[src/core/fsl_pkg.sv]
// constants for the fault status latch block
package fsl_pkg;

  // register byte offsets
  localparam logic [3:0] FSL_STATUS_OFS   = 4'h0;
  localparam logic [3:0] FSL_TRIM_OFS     = 4'h4;
  localparam logic [3:0] FSL_IRQ_STAT_OFS = 4'h8;
  localparam logic [3:0] FSL_IRQ_MASK_OFS = 4'hc;

  // status register fields
  localparam int FSL_STAT_LATCH = 0;
  localparam int FSL_STAT_UV    = 1;
  localparam int FSL_STAT_CLK   = 2;
  localparam int FSL_STAT_PAR   = 3;
  localparam int FSL_STAT_REQ   = 4;
  localparam int FSL_STAT_RISE  = 5;

  // interrupt status and mask fields
  localparam int FSL_IRQ_W     = 4;
  localparam int FSL_IRQ_UV    = 0;
  localparam int FSL_IRQ_CLK   = 1;
  localparam int FSL_IRQ_PAR   = 2;
  localparam int FSL_IRQ_CLEAR = 3;

  // reset values
  localparam logic [15:0]        FSL_TRIM_RST     = 16'h0000;
  localparam logic [FSL_IRQ_W-1:0] FSL_IRQ_MASK_RST = 4'h0;
  localparam logic               FSL_LATCH_RST    = 1'b1;

  // axi responses
  localparam logic [1:0] FSL_RESP_OKAY   = 2'h0;
  localparam logic [1:0] FSL_RESP_SLVERR = 2'h2;

  // clock monitor timing
  localparam int FSL_CLK_MHZ       = 250;
  localparam int FSL_FAIL_MIN_KHZ  = 150;
  localparam int FSL_FAIL_MAX_KHZ  = 400;
  localparam int FSL_FAIL_KHZ      = 250;
  localparam int FSL_FAIL_CYCLES   = (FSL_CLK_MHZ * 1000) / FSL_FAIL_KHZ;

endpackage

[src/core/fsl_mon_if.sv]
// conditioned pin levels and edges passed from monitor to latch core
`timescale 1ns/100ps
interface fsl_mon_if;
  logic req_level;
  logic req_rise;
  logic req_fall;
  logic uv_fault;
  logic clk_fault;

  modport mon
  (
    output req_level,
    output req_rise,
    output req_fall,
    output uv_fault,
    output clk_fault
  );

  modport core
  (
    input req_level,
    input req_rise,
    input req_fall,
    input uv_fault,
    input clk_fault
  );
endinterface

[src/core/fsl_monitor.sv]
// pin synchronisers, self-test edge detect and oscillator monitor
`timescale 1ns/100ps
module fsl_monitor
  import fsl_pkg::*;
#(
  parameter int FAIL_CYCLES = FSL_FAIL_CYCLES
)
(
  // clock and reset
  input  wire logic  aclk,
  input  wire logic  aresetn,
  // raw pins
  input  wire logic  selftest_request,
  input  wire logic  undervoltage_detect,
  input  wire logic  osc_sense,
  // conditioned outputs
  fsl_mon_if.mon     mon
);

  localparam int CW = $clog2(FAIL_CYCLES + 1);

  logic [2:0]    sync1_reg;
  logic [2:0]    sync2_reg;
  logic          req_d_reg;
  logic          osc_d_reg;
  logic [CW-1:0] period_reg;
  logic          slow_reg;
  wire           osc_edge;
  wire           period_end;

  // two-stage synchronisers for the three pins
  always_ff @(posedge aclk)
  begin
    if (!aresetn)
    begin
      sync1_reg <= 3'h0;
      sync2_reg <= 3'h0;
      req_d_reg <= 1'b0;
      osc_d_reg <= 1'b0;
    end
    else
    begin
      sync1_reg <= {osc_sense, undervoltage_detect, selftest_request};
      sync2_reg <= sync1_reg;
      req_d_reg <= sync2_reg[0];
      osc_d_reg <= sync2_reg[2];
    end
  end

  assign osc_edge   = sync2_reg[2] & ~osc_d_reg;
  assign period_end = (period_reg == CW'(FAIL_CYCLES));

  // count fast cycles between oscillator edges; too many means too slow
  always_ff @(posedge aclk)
  begin
    if (!aresetn)
    begin
      period_reg <= '0;
      slow_reg   <= 1'b0;
    end
    else if (osc_edge)
    begin
      period_reg <= '0;
      slow_reg   <= 1'b0;
    end
    else if (period_end)
      slow_reg   <= 1'b1;
    else
      period_reg <= period_reg + 1'b1;
  end

  // edges of the self-test request and fault levels
  assign mon.req_level = sync2_reg[0];
  assign mon.req_rise  = sync2_reg[0] & ~req_d_reg;
  assign mon.req_fall  = ~sync2_reg[0] & req_d_reg;
  assign mon.uv_fault  = sync2_reg[1];
  assign mon.clk_fault = slow_reg;

endmodule

[src/core/fsl_core.sv]
// fault status latch with axi4-lite registers and interrupt
//
// Design decisions made here: the AXI4-Lite register port and the address map.
`timescale 1ns/100ps

// Overview of operation
// - status pin is the fault latch OR the self-test request level
// - undervoltage detect sets the fault latch
// - oscillator slower than the monitor minimum sets the fault latch
// - odd parity of the stored trim bits sets the fault latch
// - falling edge of self-test request clears the fault latch
// - no clear while any fault condition is still present
// - host raises self-test; device drives the stimulus while it is high
// - status untrusted until a self-test rising edge after power-up
// - clock monitor fails somewhere between 150 and 400 kHz
module fsl_core
  import fsl_pkg::*;
#(
  parameter int TRIM_W      = 16,
  parameter int FAIL_CYCLES = FSL_FAIL_CYCLES
)
(
  // clock and reset
  input  wire logic        aclk,
  input  wire logic        aresetn,
  // device pins
  input  wire logic        selftest_request,
  input  wire logic        undervoltage_detect,
  input  wire logic        osc_sense,
  output logic             fault_status,
  output logic             selftest_drive,
  output logic             irq,
  // axi4-lite write address
  input  wire logic [3:0]  s_axi_awaddr,
  input  wire logic        s_axi_awvalid,
  output logic             s_axi_awready,
  // axi4-lite write data
  input  wire logic [31:0] s_axi_wdata,
  input  wire logic [3:0]  s_axi_wstrb,
  input  wire logic        s_axi_wvalid,
  output logic             s_axi_wready,
  // axi4-lite write response
  output logic [1:0]       s_axi_bresp,
  output logic             s_axi_bvalid,
  input  wire logic        s_axi_bready,
  // axi4-lite read address
  input  wire logic [3:0]  s_axi_araddr,
  input  wire logic        s_axi_arvalid,
  output logic             s_axi_arready,
  // axi4-lite read data
  output logic [31:0]      s_axi_rdata,
  output logic [1:0]       s_axi_rresp,
  output logic             s_axi_rvalid,
  input  wire logic        s_axi_rready
);

  fsl_mon_if mon_bus ();

  // state registers
  logic [TRIM_W-1:0]    trim_reg;
  logic                 latch_reg;
  logic                 latch_next;
  logic                 rise_seen_reg;
  logic                 status_reg;
  logic                 drive_reg;
  logic [FSL_IRQ_W-1:0] irq_stat_reg;
  logic [FSL_IRQ_W-1:0] irq_stat_next;
  logic [FSL_IRQ_W-1:0] irq_mask_reg;
  logic                 irq_reg;

  // bus registers
  logic                 awready_reg;
  logic                 wready_reg;
  logic [3:0]           awaddr_reg;
  logic [31:0]          wdata_reg;
  logic [3:0]           wstrb_reg;
  logic                 bvalid_reg;
  logic [1:0]           bresp_reg;
  logic                 arready_reg;
  logic                 rvalid_reg;
  logic [31:0]          rdata_reg;
  logic [1:0]           rresp_reg;

  // decode wires
  wire                  parity_odd;
  wire                  fault_now;
  wire                  clear_event;
  wire                  aw_hs;
  wire                  w_hs;
  wire                  do_write;
  wire                  ar_hs;
  wire                  wr_trim;
  wire                  wr_stat;
  wire                  wr_mask;
  wire                  wr_hit;
  wire [31:0]           wmask;
  wire [31:0]           rd_word;
  wire                  rd_hit;
  wire [FSL_IRQ_W-1:0]  irq_set;
  wire [FSL_IRQ_W-1:0]  irq_clr;

  // register address decode used by the trim write decode; reads compare the address directly
  function automatic logic [1:0] fsl_decode(input logic [3:0] addr);
    logic [1:0] idx;
    idx = 2'h0;
    case (addr)
      FSL_STATUS_OFS:   idx = 2'h0;
      FSL_TRIM_OFS:     idx = 2'h1;
      FSL_IRQ_STAT_OFS: idx = 2'h2;
      FSL_IRQ_MASK_OFS: idx = 2'h3;
      default:          idx = 2'h0;
    endcase
    return idx;
  endfunction

  // pin conditioning and oscillator monitor
  fsl_monitor #(
    .FAIL_CYCLES (FAIL_CYCLES)
  ) u_monitor (
    .aclk                (aclk),
    .aresetn             (aresetn),
    .selftest_request    (selftest_request),
    .undervoltage_detect (undervoltage_detect),
    .osc_sense           (osc_sense),
    .mon                 (mon_bus.mon)
  );

  // fault sources and latch next value
  assign parity_odd  = ^trim_reg;
  assign fault_now   = mon_bus.uv_fault | mon_bus.clk_fault | parity_odd;
  assign clear_event = mon_bus.req_fall & ~fault_now;
  assign latch_next  = fault_now ? 1'b1
                     : (mon_bus.req_fall ? 1'b0 : latch_reg);

  // fault latch, status pin and self-test drive
  always_ff @(posedge aclk)
  begin
    if (!aresetn)
    begin
      latch_reg     <= FSL_LATCH_RST;
      rise_seen_reg <= 1'b0;
      status_reg    <= FSL_LATCH_RST;
      drive_reg     <= 1'b0;
    end
    else
    begin
      latch_reg     <= latch_next;
      rise_seen_reg <= rise_seen_reg | mon_bus.req_rise;
      status_reg    <= latch_next | mon_bus.req_level;
      drive_reg     <= mon_bus.req_level;
    end
  end

  // bus handshakes and write decode
  assign aw_hs    = s_axi_awvalid & awready_reg;
  assign w_hs     = s_axi_wvalid & wready_reg;
  assign ar_hs    = s_axi_arvalid & arready_reg;
  assign do_write = ~awready_reg & ~wready_reg & ~bvalid_reg;
  assign wr_hit   = (awaddr_reg[1:0] == 2'h0);
  assign wr_trim  = do_write & wr_hit
                  & (fsl_decode(awaddr_reg) == 2'h1)
                  & (awaddr_reg == FSL_TRIM_OFS);
  assign wr_stat  = do_write & (awaddr_reg == FSL_IRQ_STAT_OFS);
  assign wr_mask  = do_write & (awaddr_reg == FSL_IRQ_MASK_OFS);
  assign wmask    = {{8{wstrb_reg[3]}}, {8{wstrb_reg[2]}},
                     {8{wstrb_reg[1]}}, {8{wstrb_reg[0]}}};

  // interrupt events; a set in the clear cycle wins
  assign irq_set = {clear_event, parity_odd, mon_bus.clk_fault,
                    mon_bus.uv_fault};
  assign irq_clr = wr_stat ? (wdata_reg[FSL_IRQ_W-1:0]
                              & wmask[FSL_IRQ_W-1:0])
                           : '0;
  assign irq_stat_next = (irq_stat_reg & ~irq_clr) | irq_set;

  // software registers and interrupt output
  always_ff @(posedge aclk)
  begin
    if (!aresetn)
    begin
      trim_reg     <= FSL_TRIM_RST[TRIM_W-1:0];
      irq_stat_reg <= '0;
      irq_mask_reg <= FSL_IRQ_MASK_RST;
      irq_reg      <= 1'b0;
    end
    else
    begin
      if (wr_trim)
        trim_reg <= (trim_reg & ~wmask[TRIM_W-1:0])
                  | (wdata_reg[TRIM_W-1:0] & wmask[TRIM_W-1:0]);
      if (wr_mask)
        irq_mask_reg <= (irq_mask_reg & ~wmask[FSL_IRQ_W-1:0])
                      | (wdata_reg[FSL_IRQ_W-1:0] & wmask[FSL_IRQ_W-1:0]);
      irq_stat_reg <= irq_stat_next;
      irq_reg      <= |(irq_stat_next & irq_mask_reg);
    end
  end

  // write channel: take address and data in either order
  always_ff @(posedge aclk)
  begin
    if (!aresetn)
    begin
      awready_reg <= 1'b1;
      wready_reg  <= 1'b1;
      awaddr_reg  <= 4'h0;
      wdata_reg   <= 32'h0000_0000;
      wstrb_reg   <= 4'h0;
      bvalid_reg  <= 1'b0;
      bresp_reg   <= FSL_RESP_OKAY;
    end
    else
    begin
      if (aw_hs)
      begin
        awready_reg <= 1'b0;
        awaddr_reg  <= s_axi_awaddr;
      end
      if (w_hs)
      begin
        wready_reg <= 1'b0;
        wdata_reg  <= s_axi_wdata;
        wstrb_reg  <= s_axi_wstrb;
      end
      if (do_write)
      begin
        bvalid_reg <= 1'b1;
        bresp_reg  <= (wr_trim | wr_stat | wr_mask) ? FSL_RESP_OKAY
                    : FSL_RESP_SLVERR;
      end
      if (s_axi_bready & bvalid_reg)
      begin
        bvalid_reg  <= 1'b0;
        awready_reg <= 1'b1;
        wready_reg  <= 1'b1;
      end
    end
  end

  // read data selection
  assign rd_hit  = (s_axi_araddr[1:0] == 2'h0);
  assign rd_word =
      (s_axi_araddr == FSL_STATUS_OFS) ?
        {26'h0, rise_seen_reg, mon_bus.req_level, parity_odd,
         mon_bus.clk_fault, mon_bus.uv_fault, latch_reg}
    : (s_axi_araddr == FSL_TRIM_OFS) ?
        {{(32 - TRIM_W){1'b0}}, trim_reg}
    : (s_axi_araddr == FSL_IRQ_STAT_OFS) ?
        {28'h0, irq_stat_reg}
    : (s_axi_araddr == FSL_IRQ_MASK_OFS) ?
        {28'h0, irq_mask_reg}
    : 32'h0000_0000;

  // read channel: one read under way at a time
  always_ff @(posedge aclk)
  begin
    if (!aresetn)
    begin
      arready_reg <= 1'b1;
      rvalid_reg  <= 1'b0;
      rdata_reg   <= 32'h0000_0000;
      rresp_reg   <= FSL_RESP_OKAY;
    end
    else if (ar_hs)
    begin
      arready_reg <= 1'b0;
      rvalid_reg  <= 1'b1;
      rdata_reg   <= rd_word;
      rresp_reg   <= rd_hit ? FSL_RESP_OKAY : FSL_RESP_SLVERR;
    end
    else if (s_axi_rready & rvalid_reg)
    begin
      arready_reg <= 1'b1;
      rvalid_reg  <= 1'b0;
    end
  end

  // outputs straight from flip-flops
  assign fault_status  = status_reg;
  assign selftest_drive = drive_reg;
  assign irq           = irq_reg;
  assign s_axi_awready = awready_reg;
  assign s_axi_wready  = wready_reg;
  assign s_axi_bresp   = bresp_reg;
  assign s_axi_bvalid  = bvalid_reg;
  assign s_axi_arready = arready_reg;
  assign s_axi_rdata   = rdata_reg;
  assign s_axi_rresp   = rresp_reg;
  assign s_axi_rvalid  = rvalid_reg;

endmodule

[config.mk]
export PLATFORM = sky130hd
export DESIGN_NAME = fsl_core
export DESIGN_NICKNAME = d
export VERILOG_FILES = /design/src/core/fsl_pkg.sv /design/src/core/fsl_mon_if.sv /design/src/core/fsl_monitor.sv /design/src/core/fsl_core.sv
export SDC_FILE = /design/constraint.sdc
export NUM_CORES = 1
export LEC_CHECK = 0
export ABC_AREA = 1
export BUFFER_PORTS_ARGS = -buffer_cell sky130_fd_sc_hd__buf_4
export CELL_PAD_IN_SITES_DETAIL_PLACEMENT = 1
export CELL_PAD_IN_SITES_GLOBAL_PLACEMENT = 2
export CORE_AREA = 2 2 118 120
export CTS_CLUSTER_DIAMETER = 200
export DETAILED_ROUTE_END_ITERATION = 8
export DIE_AREA = 0 0 120 122
export GPL_TIMING_DRIVEN = 0
export PLACE_DENSITY_LB_ADDON = 0.1
export SYNTH_ARGS = -nofsm -noshare
export SYNTH_HDL_FRONTEND = slang
export SYNTH_SLANG_ARGS = --single-unit
[constraint.sdc]
create_clock -name aclk -period 3.45 [get_ports aclk]
set_clock_uncertainty 0.1 [all_clocks]
set_input_delay 0.1725 -clock aclk [delete_from_list [all_inputs] [get_ports aclk]]
set_output_delay 0.1725 -clock aclk [all_outputs]
set_load 0.005 [all_outputs]
Yosys cells after proc, flatten, opt, wreduce, memory -nomap -nowiden
Index checks and enable logic that the tools add are counted.
Cells by class
  $add $sub $neg: 1
  bitwise operators: 42
  equality and inequality tests: 8
  reductions and logical operators: 8
  mux-type cells: 14
Operator list (count)
  $and A16 B16 Y16: 2
  $mux W16: 2
  $and A1 B1 Y1: 16
  $and A4 B4 Y4: 4
  $eq A4 B4 Y1 const B: 4
  $not A16 Y16: 1
  $or A16 B16 Y16: 1
  $reduce_xor A16 Y1: 1
  $mux W4: 3
  $add A10 B1 Y10 const B: 1
  $eq A10 B10 Y1 const B: 1
  $eq A4 B3 Y1 const B: 2
  $not A1 Y1: 8
  $not A4 Y4: 2
  $or A4 B4 Y4: 2
  $mux W1: 6
  $or A1 B1 Y1: 6
  $pmux W2 S3: 1
  $logic_not A2 Y1: 2
  $logic_not A4 Y1: 1
  $mux W2: 2
  $reduce_or A2 Y1: 2
  $reduce_or A4 Y1: 1
  $eq A2 B1 Y1 const B: 1
  $reduce_bool A2 Y1: 1
Word-level totals
  register bits: 110
  output and inout port bits: 44

Depth between registers and ports, before layout
Gate-level depths: netlist of the first run.
  depth after elaboration: 10
  depth in mapped cells: 14

Hierarchy
From an unflattened synthesis of the first run, not the netlist that was laid out.
Unflattened totals
  cell total of the unflattened synthesis: 597
  area, all modules: 4219.0 um^2
By module, submodules not included
  fsl_core: instances 1, area each 3359.5 um^2, cells an instance 478
  fsl_monitor: instances 1, area each 859.6 um^2, cells an instance 119

Worst setup path after synthesis of the first run
Ideal clock, no wire load.
  path type: reg-to-reg
  from: register bvalid_reg, in the netlist s_axi_bvalid
  to: register (tool-made name)
  path buffers: 1
  path slack: 1.961 ns
  required time: 3.213 ns
  setup time: 0.137 ns
  stages on the path, launching flop included: 8
  arrival time: 1.252 ns
  cell sequence: dfxtp_1 -> nor3_4 -> inv_2 -> nor4_4 -> nand2_2 -> buf_6 -> nor2_1 -> a211oi_2
RTL lines
  start, declared: line fsl_core.sv:77  | logic bvalid_reg;
  start signal, assigned: line fsl_core.sv:209  | bvalid_reg <= 1'b0;
  start signal, assigned: line fsl_core.sv:227  | bvalid_reg <= 1'b1;
  start signal, assigned: line fsl_core.sv:233  | bvalid_reg <= 1'b0;

Final worst setup path of the first run
  from: register bvalid_reg, in the netlist s_axi_bvalid
  to: register irq_reg, in the netlist irq
On the way
  cells in the longest elaborated chain, start to end: 9
Ends and longest elaborated chain
  $not A1 Y1: line fsl_core.sv:158  | assign do_write = ~awready_reg & ~wready_reg & ~bvalid_reg;
  $and A1 B1 Y1: line fsl_core.sv:158
  $and A1 B1 Y1: line fsl_core.sv:163  | assign wr_stat = do_write & (awaddr_reg == FSL_IRQ_STAT_OFS);
  $mux W4: line fsl_core.sv:171  | assign irq_clr = wr_stat ? (wdata_reg[FSL_IRQ_W-1:0]
  $not A4 Y4: line fsl_core.sv:174  | assign irq_stat_next = (irq_stat_reg & ~irq_clr) | irq_set;
  $and A4 B4 Y4: line fsl_core.sv:174
  $or A4 B4 Y4: line fsl_core.sv:174
  $and A4 B4 Y4: line fsl_core.sv:195  | irq_reg <= |(irq_stat_next & irq_mask_reg);
  $reduce_or A4 Y1: line fsl_core.sv:195
  end signal, assigned: line fsl_core.sv:195
  end, declared: line fsl_core.sv:69  | logic irq_reg;
Every way passes these cells.
A chain may end at the register's enable or synchronous reset.

==> out/metrics.yaml, run 1 <==
fmax_mhz: 565
fp.dieW_microns: 120
synth_top_area_cell: "dfxtp_1"
route.detailed.drc: 0
wire_per_inst_microns: 13.5
seq_power_share_pct: 45.7
power_leakage_nw: 2.36
dpl_worst_slack_ps: 1680
post_drt_via_cell_ratio: 4.55
antenna_left: 0
ys_seq_area_share_pct: 45.5
netlist_top_cells_count: "nand2_1 (135), dfxtp_1 (92), inv_1 (66)"
worst_pin_slew_ps: 626
syn_avg_cell_area_sq_um: 7.17
routabilityCongestion: 0.788
root_buffer: "clkbuf_16"
post-cts-setup-buffer-count: 0
fin_cells: 852
port_buffers: 61
p_per_area_nw_per_um2: 478
coreArea_sq_um: 13500
cts_buffers: 9
drv_slew: 0
numPlacedInstances: 822
multi_input_area_sq_um: 1790
timing.final.hold_violations: 0
via_count: 3874
tns_ps: 0
area_growth_pct: 30.2
yosys_warnings: 0
syn-cell-area_sq_um: 4050
hpwl_microns: 8800
clk_pin_slew_worst_paths_ps: 60
ir_worst_vdd_uv: 248
rows: 43
drtPass1Iterations: 4
path_max_fanout: 5
diodes: 0
h-tree-depth: 3
layout_min_cycle_time_ps: 1770
place_area_sq_um: 4790
crit_arrival_ps: 1910
drive_gt1_share_pct: 16.2
sw_frac_of_total_pct: 23.1
cts.repair.resized: 0
crit_path_end_kind: "register"
grt_usage_pct: 16.5
first_iter_violations: 131
timing.slew.headroom_pct: 58.3
min_path_type: "in -> reg"
clockBufferDepth: 2
setup_viol: 0
path_class: "reg -> reg"
overflow: 0
synth-edff-count: 0
required_ps: 3590
period_share_pct: 51.3
crit_path_start_kind: "register"
synth_cell_types: 37
cts_tree: "done"
clock_sinks: 92
design_area_sq_um: 5270
switchingPower_mw: 0.582
grt_pass1_wl_microns: 18800
p_int_mw: 1.94
initial_core_util_pct: 30.0
final_util_pct: 39.0
async_flop_share_pct: 0
ys.flop_type: "dfxtp_1"
rsz0062_at_grt: "no"
synth_seq_cells: 92
grt_max_degree: 15
finalWorstSetupSlack_ps: 1680
dieHeight_microns: 122
dieArea_sq_um: 14600
antenna_found_initial: 0
maxCapViolCount: 0
pwr-share-clk_pct: 44.3
clkLatencyLatePin_ps: 340
status: "finished, final reports clean"
yosysTopAreaCellShare_pct: 45.5
register_area_sq_um: 1840
routed_wl_microns: 11500
first_global_vias: 3831
nFillCells: 1729
netlist_instances: 564
combPwrFrac_pct: 10.0
io_pins: 98
synth_most_common_cell: "nand2_1"
nets: 723
synth_area_leaders: "dfxtp_1 (46%), nand2_1 (13%), o21ai_0 (7.4%), inv_1 (6.1%), nor2_1 (5.9%)"
## final timing paths
check | from | to | slack, ps | cells after the start
worst max-delay path | s_axi_bvalid$_SDFFE_PP0P_ | irq$_SDFF_PN0_ | 1680 | 10
worst min register to register | u_monitor.sync1_reg[1]$_SDFF_PN0_ | u_monitor.sync2_reg[1]$_SDFF_PN0_ | 320 | 2
worst max register to register | s_axi_bvalid$_SDFFE_PP0P_ | irq$_SDFF_PN0_ | 1680 | 10
worst min-delay path | s_axi_wdata[1] | wdata_reg[1]$_SDFFE_PN0P_ | 8 | 3
## power groups by stage
stage	Combinational [mW]	Clock (mW)	Sequential [mW]
6_report	0.251	1.12	1.15
5_1_grt	0.284	1.18	1.16
3_3_place_gp	0.235	0	1.17
3_5_place_dp	0.240	0	1.18
4_1_cts	0.254	1.15	1.15
2_1_floorplan	0.132	0	1.17
## layer usage
| layer | up-vias | GRT usage, % | wire (microns) |
|---|---|---|---|
| met5 | - | 0 | 0 |
| li1 | 1994 | - | - |
| met2 | 66 | 27.5 | 5350 |
| met1 | 1800 | 21.2 | 5580 |
| met3 | 14 | 2.53 | 343 |
| met4 | 0 | 6.84 | 186 |
## worst max-delay path, stage by stage, from the launching register on
cell and delay, ps:
dfxtp_1 360, nor3_4 300, nand4_1 250, o21ai_1 240, nand2_1 80, nand2_1 70
nand2_1 50, nand2_1 50, nand2_1 60, inv_1 50, nand2_1 50
## kinds of logic (layout without fill, tap and decap cells)
logic type                 Yosys count  in the layout  synth area share (%)
other                                1             18                0.0927
DFF                                 92             92                  45.5
xor gates and xnor gates             1              1                 0.217
AOI/OAI and AO/OA                  129            129                  17.4
buffers and inverters              104            195                  11.7
and+or+nand+nor                    235            235                  24.4
adders and majority gates            2              2                 0.619
## layout make-up
| class | count | area share (%) |
|---|---|---|
| Multi-Input combinational cell | 385 | 34.1 |
| Timing Repair Buffer | 75 | 11.4 |
| Clock buffer | 11 | 4.42 |
| Buffer | 35 | 4.09 |
| Sequential cell | 92 | 35.0 |
| Tap cell | 180 | 4.28 |
| Inverter | 69 | 4.92 |
| Clock inverter | 5 | 1.90 |
## placed cells by master, fill, tap and decap left out, types with 2 or more instances in the layout
cell type	instances
nor3_1	5
buf_4	79
nor2_1	64
o221ai_1	2
a211oi_1	3
o21ai_1	4
buf_6	2
nand4_1	6
a211oi_2	3
a21oi_1	47
nand3_1	15
dlygate4sd3_1	14
clkinv_2	2
dfxtp_1	92
o211ai_1	4
conb_1	18
ha_1	2
inv_2	2
nand2_1	135
clkbuf_1	13
nand2_2	2
a31oi_1	3
bufinv_16	3
buf_1	3
o21ai_0	60
clkbuf_16	9
inv_1	66
## timing repair
item,4_1_cts,5_1_grt
endpoints found under the hold margin,15,0
hold buffers,14,0
setup endpoints to repair,0,0
## stage by stage
| step | hold WS [ps] | total power, mW |
|---|---|---|
| floorplan | 170 | 1.30 |
| global placement | 255 | 1.41 |
| detailed placement | 262 | 1.42 |
| CTS | 3.33 | 2.56 |
| global route | 19.3 | 2.63 |
| finish | 8.23 | 2.52 |
(Power assumes the default switching activity.)
==> run 2, diff against run 1 <==
--- a/config.mk
+++ b/config.mk
@@ -9,10 +9,10 @@
 export BUFFER_PORTS_ARGS = -buffer_cell sky130_fd_sc_hd__buf_4
 export CELL_PAD_IN_SITES_DETAIL_PLACEMENT = 1
 export CELL_PAD_IN_SITES_GLOBAL_PLACEMENT = 2
-export CORE_AREA = 2 2 118 120
+export CORE_AREA = 2 2 128 130
 export CTS_CLUSTER_DIAMETER = 200
 export DETAILED_ROUTE_END_ITERATION = 8
-export DIE_AREA = 0 0 120 122
+export DIE_AREA = 0 0 130 132
 export GPL_TIMING_DRIVEN = 0
 export PLACE_DENSITY_LB_ADDON = 0.1
 export SYNTH_ARGS = -nofsm -noshare
==> constraint.sdc (replaced) <==
create_clock -name aclk -period 1.6 [get_ports aclk]
set_clock_uncertainty 0.1 [all_clocks]
set_input_delay 0.08 -clock aclk [delete_from_list [all_inputs] [get_ports aclk]]
set_output_delay 0.08 -clock aclk [all_outputs]
set_load 0.005 [all_outputs]
==> run 2 against run 1 <==
Net effect:
- the run now ends with setup timing left
- sequential share of layout area down 2.6 points
- global-route usage down 1.5 points
- maximum frequency up 4.8%
- core utilization down 2.0 points
- die area up 17%
- cell count up 7.9%
- critical path type unchanged
- largest power group unchanged
==> out/metrics.yaml, run 2 (synthesis gave the netlist of run 1 again) <==
status: "complete, but fails checks"  # was finished, final reports clean
failed_checks: "setup timing"
grt_usage_pct: 14.9  # was 16.5%
crit_arrival_ps: 1850  # was 1910 ps
first_iter_violations: 141  # was 131
io_pins: 98  # unchanged
p_int_mw: 4.07  # was 1.94 mW
place_area_sq_um: 4840  # was 4790 sq um
timing.rr.start: "s_axi_wready$_SDFFE_PP1P_"  # was s_axi_bvalid$_SDFFE_PP0P_
hpwl_microns: 8980  # was 8800 microns
cts_buffers: 9  # unchanged
fp.dieW_microns: 130  # was 120 microns
routed_wl_microns: 12300  # was 11500 microns
nets: 754  # was 723
crit_path_start_kind: "register"  # unchanged
crit_start: "s_axi_wready$_SDFFE_PP1P_"  # was s_axi_bvalid$_SDFFE_PP0P_
rows: 46  # was 43
grt_max_degree: 15  # unchanged
seq_power_share_pct: 46.0  # was 45.7%
drive_gt1_share_pct: 27.5  # was 16.2%
first_global_vias: 3964  # was 3831
min_from: "s_axi_araddr[3]"  # was s_axi_wdata[1]
worst_pin_slew_ps: 689  # was 626 ps
grt_pass1_wl_microns: 20000  # was 18800 microns
clock_sinks: 92  # unchanged
clockBufferDepth: 2  # unchanged
final_common_cell: "nand2_1"  # unchanged
finalWorstSetupSlack_ps: -90.0  # was 1680 ps
setup_viol: 17  # was 0
clk_pin_slew_worst_paths_ps: 70  # was 60 ps
wire_per_inst_microns: 13.4  # was 13.5 microns
port_buffers: 61  # unchanged
power_leakage_nw: 2.60  # was 2.36 nW
switchingPower_mw: 1.33  # was 0.582 mW
design_area_sq_um: 5820  # was 5270 sq um
dieHeight_microns: 132  # was 122 microns
layout_min_cycle_time_ps: 1690  # was 1770 ps
required_ps: 1760  # was 3590 ps
ir_worst_vdd_uv: 464  # was 248 uV
path_max_fanout: 8  # was 5
routabilityCongestion: 0.752  # was 0.788
post_drt_via_cell_ratio: 4.29  # was 4.55
p_per_area_nw_per_um2: 928  # was 478 nW/um^2
sw_frac_of_total_pct: 24.6  # was 23.1%
crit_path_end_kind: "register"  # unchanged
route.detailed.drc: 0  # unchanged
antenna_left: 0  # unchanged
maxCapViolCount: 0  # unchanged
clkLatencyLatePin_ps: 350  # was 340 ps
initial_core_util_pct: 25.7  # was 30.0%
root_buffer: "clkbuf_16"  # unchanged
coreArea_sq_um: 15700  # was 13500 sq um
via_count: 3947  # was 3874
diodes: 0  # unchanged
pwr-share-clk_pct: 42.7  # was 44.3%
antenna_found_initial: 0  # unchanged
area_growth_pct: 43.8  # was 30.2%
period_share_pct: 106  # was 51.3%
min_path_type: "in -> reg"  # unchanged
tns_ps: -776  # was 0 ps
holdWs_ps: 49.7  # was 8.23 ps
nFillCells: 1962  # was 1729
drtPass1Iterations: 4  # unchanged
h-tree-depth: 3  # unchanged
rsz0062_at_grt: "yes"  # was no
timing.final.hold_violations: 0  # unchanged
timing.slew.headroom_pct: 53.7  # was 58.3%
overflow: 0  # unchanged
drv_slew: 0  # unchanged
dieArea_sq_um: 17200  # was 14600 sq um
final_cell_mix: "nand2_1 (125), buf_4 (88), dfxtp_1 (72)"  # was nand2_1 (135), dfxtp_1 (92), buf_4 (79)
combPwrFrac_pct: 11.3  # was 10.0%
power_mw: 5.40  # was 2.52 mW
cts_tree: "done"  # unchanged
fmax_mhz: 592  # was 565 MHz
path_class: "reg -> reg"  # unchanged
## run 2: cell count changes in the layout (fill, tap and decap cells not counted), sizes merged
cell	previous run	this run
dlygate4sd3	14	30
clkbuf	22	24
buf	85	99
bufinv	3	2
## run 2: critical path, cell delays in order, from the launching register on
cell,delay (ps)
dfxtp_4,360
nor3_4,270
inv_2,100
nor4_4,160
buf_6,170
nand2_8,90
buf_8,180
a211oi_2,160
## run 2: metrics by stage
step | cells | setup slack, ps | util (%)
finish | 919 | -90.0 | 37.0
global route | 919 | -291 | 37.0
CTS | 909 | -195 | 35.4
detailed placement | 858 | -188 | 30.8
global placement | 858 | -203 | 30.8
floorplan | 581 | 111 | -
## run 2: worst paths after layout
check	cells past startpoint	slack (ps)	end
setup reg to reg	7	-90	register
hold reg to reg	2	320	u_monitor.sync2_reg[0]$_SDFF_PN0_
hold / removal	4	50	s_axi_rdata[2]$_SDFFE_PN0P_
setup / recovery	7	-90	register
## run 2: final cells by class
class	count	area, sq um	share of cell area [%]
Buffer	35	223	3.83
Clock buffer	12	236	4.06
Clock inverter	4	73.8	1.27
Inverter	69	259	4.45
Multi-Input combinational cell	385	1960	33.8
Sequential cell	92	1880	32.3
Tap cell	216	270	4.65
Timing Repair Buffer	106	910	15.6
## run 2: power groups by stage
stage | Combinational (mW) | Clock [mW] | Sequential (mW)
2_1_floorplan | 0.285 | 0 | 2.52
3_3_place_gp | 0.510 | 0 | 2.53
3_5_place_dp | 0.521 | 0 | 2.53
4_1_cts | 0.595 | 2.36 | 2.49
5_1_grt | 0.697 | 2.46 | 2.50
6_report | 0.613 | 2.30 | 2.48
## run 2: repair_timing
| action | CTS | global route |
|---|---|---|
| buffers inserted | 3 | 10 |
| hold buffers | 30 | 0 |
| gates cloned | 2 | 0 |
| endpoints found under the setup margin | 21 | 38 |
| gates resized for setup | 25 | 82 |
| pin swaps | 5 | 18 |
| hold endpoints to repair | 32 | 0 |
## run 2: routing by layer
layer / vias up / global-route usage, % / wire [microns]
met5: - / 0 / 0
met1: 1817 / 20.0 / 6080
met3: 10 / 3.25 / 409
met4: 0 / 4.66 / 173
li1: 2060 / - / -
met2: 60 / 23.9 / 5640
==> run 3, diff against run 2 <==
--- a/config.mk
+++ b/config.mk
@@ -10,6 +10,7 @@
 export CELL_PAD_IN_SITES_DETAIL_PLACEMENT = 1
 export CELL_PAD_IN_SITES_GLOBAL_PLACEMENT = 2
 export CORE_AREA = 2 2 128 130
+export CTS_BUF_LIST = sky130_fd_sc_hd__clkbuf_16
 export CTS_CLUSTER_DIAMETER = 200
 export DETAILED_ROUTE_END_ITERATION = 8
 export DIE_AREA = 0 0 130 132
==> run 3 against run 2 <==
Net effect:
- the run still ends with setup timing left
- first-iteration DRC count fell by 2.1%
- cell count did not move
- total power fell by 0.42%
- clock-buffer cell count fell by 3
- core utilization did not move
- clock power barely moved
- non-clock buffer count did not move
- sequential power barely moved
- setup slack barely moved
- global-route usage did not move
- wire length barely moved
- die area did not move
- highest routed layer unchanged
==> out/metrics.yaml, run 3 (synthesis gave the netlist of run 1 again) <==
p_per_area_nw_per_um2: 924  # was 928 nW/um^2
rsz0062_at_grt: "yes"  # unchanged
worst_pin_slew_ps: 688  # was 689 ps
timing.slew.headroom_pct: 53.8  # was 53.7%
final_cell_mix: "nand2_1 (125), buf_4 (88), dfxtp_1 (72)"  # unchanged
dpl_worst_slack_ps: -188  # unchanged
fp.dieW_microns: 130  # unchanged
fmax_mhz: 592  # about the same
path_class: "reg -> reg"  # unchanged
path_max_fanout: 8  # unchanged
clk_pin_slew_worst_paths_ps: 70  # about the same
hpwl_microns: 8980  # unchanged
maxCapViolCount: 0  # unchanged
overflow: 0  # unchanged
root_buffer: "clkbuf_16"  # unchanged
switchingPower_mw: 1.33  # about the same
status: "complete, but fails checks"  # unchanged
first_iter_violations: 138  # was 141
finalWorstSetupSlack_ps: -89.8  # was -90.0 ps
grt_pass1_wl_microns: 20000  # unchanged
port_buffers: 61  # unchanged
antenna_left: 0  # unchanged
io_pins: 98  # unchanged
cts_tree: "done"  # unchanged
clock_sinks: 92  # unchanged
max_stage_delay_ps: 360  # about the same
tns_ps: -775  # was -776 ps
drive_gt1_share_pct: 27.5  # unchanged
crit_path_cell_trace: "nor3_4 -> inv_2 -> nor4_4 -> buf_6 -> nand2_8 -> buf_8 -> a211oi_2"  # unchanged
design_area_sq_um: 5820  # unchanged
cp_slowest_cell: "dfxtp_4"  # unchanged
h-tree-depth: 3  # unchanged
crit_path_end_kind: "register"  # unchanged
failed_checks: "setup timing"  # unchanged
dieArea_sq_um: 17200  # unchanged
drv_slew: 0  # unchanged
seq_power_share_pct: 46.2  # was 46.0%
power_leakage_nw: 2.61  # was 2.60 nW
nets: 754  # unchanged
dieHeight_microns: 132  # unchanged
coreArea_sq_um: 15700  # unchanged
rows: 46  # unchanged
power_mw: 5.38  # was 5.40 mW
route.detailed.drc: 0  # unchanged
drtPass1Iterations: 4  # unchanged
routed_wl_microns: 12300  # about the same
initial_core_util_pct: 25.7  # unchanged
timing.final.hold_violations: 0  # unchanged
required_ps: 1760  # about the same
layout_min_cycle_time_ps: 1690  # about the same
area_growth_pct: 43.8  # unchanged
final_common_cell: "nand2_1"  # unchanged
first_global_vias: 3964  # unchanged
min_path_type: "in -> reg"  # unchanged
via_count: 3948  # was 3947
crit_arrival_ps: 1850  # about the same
grt_usage_pct: 14.9  # unchanged
wire_per_inst_microns: 13.4  # about the same
setup_viol: 17  # unchanged
antenna_found_initial: 0  # unchanged
cts_buffers: 9  # unchanged
grt_max_degree: 15  # unchanged
combPwrFrac_pct: 11.4  # was 11.3%
period_share_pct: 106  # about the same
post_drt_via_cell_ratio: 4.30  # was 4.29
crit_path_start_kind: "register"  # unchanged
clockBufferDepth: 2  # unchanged
place_area_sq_um: 4840  # unchanged
clkLatencyLatePin_ps: 350  # about the same
holdWs_ps: 49.6  # was 49.7 ps
sw_frac_of_total_pct: 24.7  # was 24.6%
p_int_mw: 4.05  # was 4.07 mW
diodes: 0  # unchanged
ir_worst_vdd_uv: 464  # about the same
pwr-share-clk_pct: 42.4  # was 42.7%
routabilityCongestion: 0.752  # unchanged
## run 3: changes by cell type in the layout (fill, tap and decap cells not counted), sizes merged
cell    previous run  this run
clkbuf            24        21
inv               68        71
## run 3: final timing paths
path	from	to	slack, ps	cells past startpoint
max	s_axi_wready$_SDFFE_PP1P_	register	-90	7
max reg2reg	s_axi_wready$_SDFFE_PP1P_	register	-90	7
min	s_axi_araddr[3]	s_axi_rdata[2]$_SDFFE_PN0P_	50	4
min reg2reg	u_monitor.sync1_reg[0]$_SDFF_PN0_	u_monitor.sync2_reg[0]$_SDFF_PN0_	320	2
## run 3: worst max-delay path: cells and delay by family (launching register included)
kind,cells,cell delay (ps)
buf+inv,3,450
compound gates,1,160
flops,1,360
simple gates,3,520
## run 3: metal layers
layer | track usage [%] | wire [microns] | up-vias
met1 | 20.0 | 6070 | 1818
met5 | 0 | 0 | -
met3 | 3.25 | 409 | 10
li1 | - | - | 2060
met4 | 4.66 | 173 | 0
met2 | 23.9 | 5650 | 60
## run 3: final cells by class
cell class	instances	area (sq um)
sequential	92	1880
inverter	69	259
clock buffer	9	225
clock inverter	7	85.1
buffer	35	223
tap	216	270
fill	1962	9890
timing repair buffer	106	910
multi-input combinational	385	1960
## run 3: repair_timing
item                                   CTS  global route
cloned                                   2             0
pin swaps                                5            18
endpoints found under the hold margin   32             0
setup endpoints to repair               21            38
resized for setup                       25            82
hold buffers                            30             0
setup buffers                            3            10
## run 3: power by group through the flow
stage	logic, mW	clock network (mW)	registers, mW
floorplan	0.285	0	2.52
global placement	0.510	0	2.53
detailed placement	0.521	0	2.53
CTS	0.595	2.34	2.49
global route	0.697	2.44	2.50
finish	0.612	2.28	2.48
## run 3: stage by stage
step / cells / util, %
after floorplan: 581 / -
after global placement: 858 / 30.8
after detailed placement: 858 / 30.8
after CTS: 909 / 35.4
after global routing: 919 / 37.0
final: 919 / 37.0
